### config.mk
export PLATFORM = sky130hd
export DESIGN_NAME = lass_scan_sequencer
export DESIGN_NICKNAME = d
export VERILOG_FILES = /design/src/lass_scan_sequencer.v
export VERILOG_INCLUDE_DIRS = /design/src /design/src/src
export SDC_FILE = /design/constraint.sdc
export NUM_CORES = 1
export LEC_CHECK = 0
export BUFFER_PORTS_ARGS = -buffer_cell sky130_fd_sc_hd__buf_4
export CORE_ASPECT_RATIO = 2
export CORE_MARGIN = 8
export CORE_UTILIZATION = 23
export CTS_CLUSTER_DIAMETER = 100
export DETAILED_ROUTE_END_ITERATION = 16
export HOLD_SLACK_MARGIN = 0.03
export PLACE_DENSITY = 0.44
export SYNTH_ARGS = -nofsm -noshare
export SYNTH_HDL_FRONTEND = slang
export SYNTH_SLANG_ARGS = --single-unit
### constraint.sdc
create_clock -name MCLK_IN -period 4.43 [get_ports MCLK_IN]
set_clock_uncertainty 0.1 [all_clocks]
set_input_delay 0.443 -clock MCLK_IN [delete_from_list [all_inputs] [get_ports MCLK_IN]]
set_output_delay 0.443 -clock MCLK_IN [all_outputs]
set_load 0.01 [all_outputs]
### src/lass_regs.vh
`ifndef LASS_REGS_VH
`define LASS_REGS_VH
// Number of pixels, one shift stage each
`define LASS_NPIX         128
`define LASS_PIX_W        7
// Clocks of integrator reset at the start of a scan
`define LASS_RESET_CLKS   8'h12
// Clock that ends the scan (129th)
`define LASS_END_CLK      8'h81
`define LASS_CNT_W        8
`define LASS_CNT_ZERO     8'h00
`define LASS_CNT_ONE      8'h01
// Charge transfer time, ns, and cycles at 8 ns
`define LASS_CHARGE_TRANSFER_NS  20000
`define LASS_CLK_NS              8
`endif

### src/lass_scan_sequencer.v
// Summary of operation
// - One shift stage per pixel, advanced on each rising clock edge.
// - Start rising edge raises hold, disconnecting all samples and resetting integrators.
// - Advancing token selects each held pixel in turn, one per clock.
// - Integrators held in reset first 18 clocks, integration restarts on 19th.
// - 129th edge shifts token out and tri-states the analog output.
// - Output is high impedance whenever no readout is in progress.
// - Supplied clock alone governs transfer, stepping and integrator reset.
`include "lass_regs.vh"

module lass_scan_sequencer (
   input  wire                     MCLK_IN,
   input  wire                     RST_N_IN,
   input  wire                     START_IN,
   output reg  [`LASS_NPIX-1:0]    PIXEL_SELECT_OUT,
   output reg  [`LASS_PIX_W-1:0]   PIXEL_INDEX_OUT,
   output reg                      PIXEL_ANALOG_OUTPUT_OE_OUT,
   output reg                      HOLD_OUT,
   output reg                      INTEGRATOR_RESET_OUT,
   output reg                      INTEGRATING_OUT
);

   // ****************************************
   // Scan phases and helpers
   // ****************************************
   // Binary phase codes: only one phase is live at a time
   localparam [1:0] PH_IDLE  = 2'h0;  // No token inside, output released
   localparam [1:0] PH_RESET = 2'h1;  // Token inside, integrators in reset
   localparam [1:0] PH_READ  = 2'h2;  // Token inside, integration running

   // Clocks since start, held at the end value so it never wraps
   function [`LASS_CNT_W-1:0] count_up;
      input [`LASS_CNT_W-1:0] cnt;
      begin
         if (cnt == `LASS_END_CLK) begin
            count_up = cnt;
         end else begin
            count_up = cnt + `LASS_CNT_ONE;
         end
      end
   endfunction

   // Lowest set stage wins; an empty register reads as index zero
   function [`LASS_PIX_W-1:0] token_index;
      input [`LASS_NPIX-1:0] stages;
      integer k;
      begin
         token_index = {`LASS_PIX_W{1'b0}};
         for (k = `LASS_NPIX - 1; k >= 0; k = k - 1) begin
            if (stages[k]) begin
               token_index = k[`LASS_PIX_W-1:0];
            end
         end
      end
   endfunction

   // ****************************************
   // Internal state
   // ****************************************
   // Start pin synchroniser and edge detector
   reg                     start_meta_reg;
   reg                     start_sync_reg;
   reg                     start_prev_reg;
   // One stage per pixel; a set bit is the travelling token
   reg [`LASS_NPIX-1:0]    shift_reg;
   // Scan phase and clocks since the start edge
   reg [1:0]               phase_reg;
   reg [1:0]               phase_next;
   reg [`LASS_CNT_W-1:0]   clk_cnt_reg;
   reg [`LASS_CNT_W-1:0]   clk_cnt_next;
   // Next values of the control outputs
   reg                     hold_next;
   reg                     int_reset_next;
   reg                     integrating_next;
   // Decoded events
   wire                    start_rise;
   wire [`LASS_NPIX-1:0]   shift_next;
   wire                    scan_end;
   wire                    reset_done;
   wire [`LASS_PIX_W-1:0]  index_next;
   wire                    drive_next;

   // ****************************************
   // Start pin synchroniser and edge detect
   // ****************************************
   // Pin is asynchronous to the clock: two flops before any logic
   always @(posedge MCLK_IN) begin
      if (!RST_N_IN) begin
         start_meta_reg <= 1'b0;
         start_sync_reg <= 1'b0;
         start_prev_reg <= 1'b0;
      end else begin
         start_meta_reg <= START_IN;
         start_sync_reg <= start_meta_reg;
         start_prev_reg <= start_sync_reg;
      end
   end

   // Edge flop resets to the idle pin level, so no false edge
   assign start_rise = start_sync_reg & ~start_prev_reg;

   // ****************************************
   // Token shift register
   // ****************************************
   // Token enters from the sampled start level; a start held high
   // breaks and loads extra tokens, as the real array would
   assign shift_next = {shift_reg[`LASS_NPIX-2:0], start_sync_reg};
   // The token leaving the last stage marks the 129th edge
   assign scan_end = shift_reg[`LASS_NPIX-1];
   // Output is driven only while a token is inside
   assign drive_next = |shift_next;
   // Pixel number shown after the next clock
   assign index_next = token_index(shift_next);

   // Shift on every edge: the clock alone steps the scan
   always @(posedge MCLK_IN) begin
      if (!RST_N_IN) begin
         shift_reg <= {`LASS_NPIX{1'b0}};
      end else begin
         shift_reg <= shift_next;
      end
   end

   // ****************************************
   // Scan phase machine
   // ****************************************
   // Reset window ends once the 18th scan clock has been counted
   assign reset_done = (phase_reg == PH_RESET) && (clk_cnt_reg == `LASS_RESET_CLKS);

   // Next phase and count; a new start always reopens the reset
   // window, even in mid-scan, at the cost of a second token
   always @* begin
      phase_next   = phase_reg;
      clk_cnt_next = clk_cnt_reg;
      case (phase_reg)
         PH_IDLE: begin
            clk_cnt_next = `LASS_CNT_ZERO;
         end
         PH_RESET: begin
            if (reset_done) begin
               phase_next = PH_READ;
            end
            clk_cnt_next = count_up(clk_cnt_reg);
         end
         PH_READ: begin
            clk_cnt_next = count_up(clk_cnt_reg);
         end
         default: begin
            phase_next   = PH_IDLE;
            clk_cnt_next = `LASS_CNT_ZERO;
         end
      endcase
      if (scan_end) begin
         phase_next   = PH_IDLE;
         clk_cnt_next = `LASS_CNT_ZERO;
      end
      if (start_rise) begin
         phase_next   = PH_RESET;
         clk_cnt_next = `LASS_CNT_ONE;
      end
   end

   // Phase and count registers; the reset pin is a model aid only
   always @(posedge MCLK_IN) begin
      if (!RST_N_IN) begin
         phase_reg   <= PH_IDLE;
         clk_cnt_reg <= `LASS_CNT_ZERO;
      end else begin
         phase_reg   <= phase_next;
         clk_cnt_reg <= clk_cnt_next;
      end
   end

   // ****************************************
   // Control outputs
   // ****************************************
   // A start edge wins over the end of a scan and over the reset
   // window, so a restart always gets a full reset period
   always @* begin
      hold_next        = HOLD_OUT;
      int_reset_next   = INTEGRATOR_RESET_OUT;
      integrating_next = INTEGRATING_OUT;
      if (reset_done) begin
         int_reset_next   = 1'b0;
         integrating_next = 1'b1;
      end
      if (scan_end) begin
         hold_next = 1'b0;
      end
      if (start_rise) begin
         hold_next        = 1'b1;
         int_reset_next   = 1'b1;
         integrating_next = 1'b0;
      end
   end

   // ****************************************
   // Registered outputs
   // ****************************************
   // Every output comes from a flop, so the far side sees no glitch
   always @(posedge MCLK_IN) begin
      if (!RST_N_IN) begin
         PIXEL_SELECT_OUT           <= {`LASS_NPIX{1'b0}};
         PIXEL_INDEX_OUT            <= {`LASS_PIX_W{1'b0}};
         PIXEL_ANALOG_OUTPUT_OE_OUT <= 1'b0;
         HOLD_OUT                   <= 1'b0;
         INTEGRATOR_RESET_OUT       <= 1'b0;
         INTEGRATING_OUT            <= 1'b0;
      end else begin
         PIXEL_SELECT_OUT           <= shift_next;
         PIXEL_INDEX_OUT            <= index_next;
         PIXEL_ANALOG_OUTPUT_OE_OUT <= drive_next;
         HOLD_OUT                   <= hold_next;
         INTEGRATOR_RESET_OUT       <= int_reset_next;
         INTEGRATING_OUT            <= integrating_next;
      end
   end

endmodule // lass_scan_sequencer

# Yosys cells after proc, flatten, opt, wreduce, memory -nomap -nowiden
# Cells that the tools add are included.
# classes
addsub	1
n_eq_ne	8
n_mux	139
bitwise_logic	5
reduce_logical	19
# ops
op	n
two-way mux 7 bit	64
two-way mux 6 bit	32
OR reduction 128 bit	1
two-way mux 5 bit	16
OR reduction 65 bit	1
OR reduction 33 bit	1
two-way mux 4 bit	8
OR reduction 17 bit	1
two-way mux 3 bit	4
two-way mux 1 bit	11
OR reduction 9 bit	1
adder 8 x 1 -> 8 bit, second input constant	1
== test 8 x 5 -> 1 bit, second input constant	1
== test 8 bit, second input constant	1
!= test 4 bit, second input constant	2
OR reduction 2 bit	4
two-way mux 2 bit	3
OR reduction 3 bit	2
OR reduction 5 bit	1
NOT 1 bit	4
case mux 2 bit (2 select lines)	1
AND reduction 2 bit	2
nonzero test 2 bit	2
OR reduction 4 bit	1
other kinds (7)	7
# totals
register_bits	152
input_bits	3
output_inout_bits	139
word_cells	191

# Longest topological paths before layout
# depth
depth_word	127
depth_mapped	7
mapped_depth_nobuf	7

# Worst setup path before layout
# OpenSTA, ideal clock, no wires.
# synth_timing
kind	register to register
startpoint	reg PIXEL_SELECT_OUT[95] (netlist name)
endpoint	reg PIXEL_ANALOG_OUTPUT_OE_OUT
setup_ns	0.125
arrival_time_ns	1.706
required_ns	4.205
path_slack_ns	2.499
stages_incl_launch_ff	6
path_buffers	0
synth_period_minus_slack_ns	1.931
path_cell_list	dfxtp_1 > or4_4 > nand3b_4 > nor3_4 > nand3_1 > o41a_1
# synth_lines
item	line_no	text
end signal, assigned	lass_scan_sequencer.v:212	PIXEL_ANALOG_OUTPUT_OE_OUT <= drive_next;
end, declared	lass_scan_sequencer.v:17	output reg PIXEL_ANALOG_OUTPUT_OE_OUT,

==> metrics.yaml <==
run_status:
  status: "finished clean"
global_routing:
  grt_pass1_wl_microns: 31000
  grt_max_degree: 94
  grt-ovfl-total: 0
  grt_usage: 0.129
  grt_pass1_vias: 5357
  use_met3: 0.0355
  antenna_found_initial: 0
  grt_use_met1: 0.127
  busiest_layer: "met2"
  use_met2: 0.243
finish:
  postLayoutCellArea_sq_um: 8050
  area_growth_pct: 34.2
  drive_above_1_share: 0.228
  final_cell_mix: "dfxtp_1, buf_4, and2_1"
  finalCoreUtilization: 0.314
  diodes: 0
  seqCellArea_sq_um: 3020
  fin_nets: 811
  num-fill-cells: 2738
  multi_input_area_sq_um: 2780
  largest_register_ffs: 128
  final_common_cell: "dfxtp_1"
pwr:
  combPwrFrac: 0.015
  p_total_mw: 2.96
  pwr-share-seq: 0.462
  pwr-share-clk: 0.523
  irDropWorstVdd_mv: 0.233
  power.internal_mw: 2.34
  switching_power_uw: 622
  leakage_nw: 3.50
  power_density_nw_per_um2: 368
  switching_share: 0.210
timing:
  slew_headroom: 0.499
  slew_viol_final: 0
  period_minus_slack_ps: 2220
  finalSetupViolCount: 0
  worst_pin_slew_ps: 751
  hold-worst-slack_ps: 129
  rsz0062_at_grt: "false"
  fmax_mhz: 451
  finalCritPeriodShare: 0.500
  timing_hold_violations_final: 0
  tns_ps: 0
synthesis:
  postSynthAreaPerCell_sq_um: 9.13
  netlist_top_cells_area: "dfxtp_1, and2_1, nor2_1"
  synthesis.nets: 666
  synth-seq-cells: 151
  synth_top_area_share: 0.504
  synth-xor-area-share: 0.0102
  synthSimpleGateAreaFrac: 0.310
  synth_edf_count: 0
  muxShareOfSynthArea: 0
  yosys_warnings: 0
  postSynthCellCount: 657
  ys_seq_area_frac: 0.504
  ys_async_sr_fraction: 0
  synth_compound_area_frac: 0.131
  synth_top_family_by_area: "simple AND/OR/NAND/NOR gates"
  synth-main-ff-cell: "dfxtp_1"
  synth_top_area_cell: "dfxtp_1"
  syn-cell-area_sq_um: 6000
  synth_adder_area_share: 0.0125
  synth_cell_types: 58
detailed_routing:
  ant_nets: 0
  drt_iter0_markers: 175
  drt-vias-per-instance: 4.39
  drt_wl_total_microns: 19800
  drc: 0
  vias: 5071
  wire_per_inst_microns: 17.1
  drt_pass1_iterations: 6
worst_setup_path:
  startpoint_type: "register"
  regToRegSetupSlack_ps: 2210
  reg2reg_depth: 5
  arrival_ps: 2430
  cp_max_fo: 5
  critPathKind: "register to register"
  critPathCaptureType: "register"
  worstPathRequired_ps: 4640
die:
  ios: 142
  num_rows: 83
  coreArea_sq_um: 25700
  floorplan.initialDensity: 0.234
  die-height_microns: 244
  die-area_sq_um: 31800
  die_w_microns: 130
clock_network:
  cts.reportedPaths.clkPinSlew_ps: 60
  cts_hold_buf: 0
  cts_setup_buffers: 0
  clock-sinks: 151
  cts_tree: "built"
  insertion_delay_ps: 440
  cts_resized: 0
  h-tree-depth: 4
  numCtsBuffers: 17
  clockBufferDepth: 2
  clockRootBuffer: "clkbuf_16"
place:
  globalplace.congestion: 0.735
  placed_area_sq_um: 7420
  portBuffers: 141
  dp_hpwl_microns: 15400
run:
  cap_violations: 0
min_path:
  min_path_type: "input pin to register"
  hold_depth: 2
==> per-layer routing <==
layer,share of wire,vias to the layer above,wire [microns]
met5,0,-,0
met4,0.020,0,401
met3,0.047,20,930
met2,0.57,99,11300
met1,0.36,2381,7140
li1,-,2571,-
==> worst paths after layout <==
kind                                    from                               endpoint
max reg2reg  PIXEL_SELECT_OUT[83]$_SDFF_PN0_  PIXEL_ANALOG_OUTPUT_OE_OUT$_SDFF_PN0_
min reg2reg        start_meta_reg$_SDFF_PN0_              start_sync_reg$_SDFF_PN0_
max          PIXEL_SELECT_OUT[83]$_SDFF_PN0_  PIXEL_ANALOG_OUTPUT_OE_OUT$_SDFF_PN0_
min                                 START_IN              start_meta_reg$_SDFF_PN0_
==> power by group through the flow <==
stage | registers, mW | logic, mW | clock network (mW)
global route | 1.37 | 0.0509 | 1.65
finish | 1.37 | 0.0442 | 1.55
global placement | 1.40 | 0.0465 | 0
floorplan | 1.40 | 0.0291 | 0
detailed placement | 1.40 | 0.0463 | 0
CTS | 1.37 | 0.0465 | 1.60
==> critical path: stages (launching register included) <==
cell,delay (ps)
dfxtp_1,350
nor4_1,630
nand2_1,260
nor3_4,240
nand3_1,120
o41a_1,390
==> Yosys cell counts, drive strengths merged, types with 2 or more instances <==
library cell    n
o41ai           4
o221ai          3
or4             7
o31ai           8
nor4           31
nand4           5
o211ai          5
dfxtp         151
nand2b          5
xor2            3
a21boi          5
nand3          12
o211a           2
and3            3
a221oi          2
buf             2
nand2          30
o21ai          22
inv            35
and2          131
a31oi           4
clkbuf         14
o31a            2
a211o           2
nor2b           4
a21oi          35
o21a            5
xnor2           4
a2111oi         3
nor2           65
o311ai          2
a211oi         10
ha              6
nor3           24
==> kinds of logic (layout without fill, tap and decap cells) <==
logic type | Yosys count | in the layout
AND/OR/NAND/NOR | 323 | 323
adder cells (fa/ha/maj) | 6 | 6
XOR/XNOR | 7 | 7
buffers and inverters | 51 | 209
AO/OA/AOI/OAI | 119 | 119
flip-flops | 151 | 151
==> area by class of cell <==
| type | count | area share |
|---|---|---|
| Sequential cell | 151 | 0.376 |
| Multi-Input combinational cell | 455 | 0.345 |
| Timing Repair Buffer | 142 | 0.132 |
| Clock buffer | 21 | 0.0560 |
| Tap cell | 340 | 0.0529 |
| Clock inverter | 11 | 0.0215 |
| Inverter | 35 | 0.0163 |
==> through the flow <==
step	worst slack (ps)	cells
final	2210	1155
after global routing	1950	1155
after CTS	2130	1155
after detailed placement	2070	1123
after global placement	2090	1123
after floorplan	2500	657
Note: power is estimated with default switching activity, not from simulation.
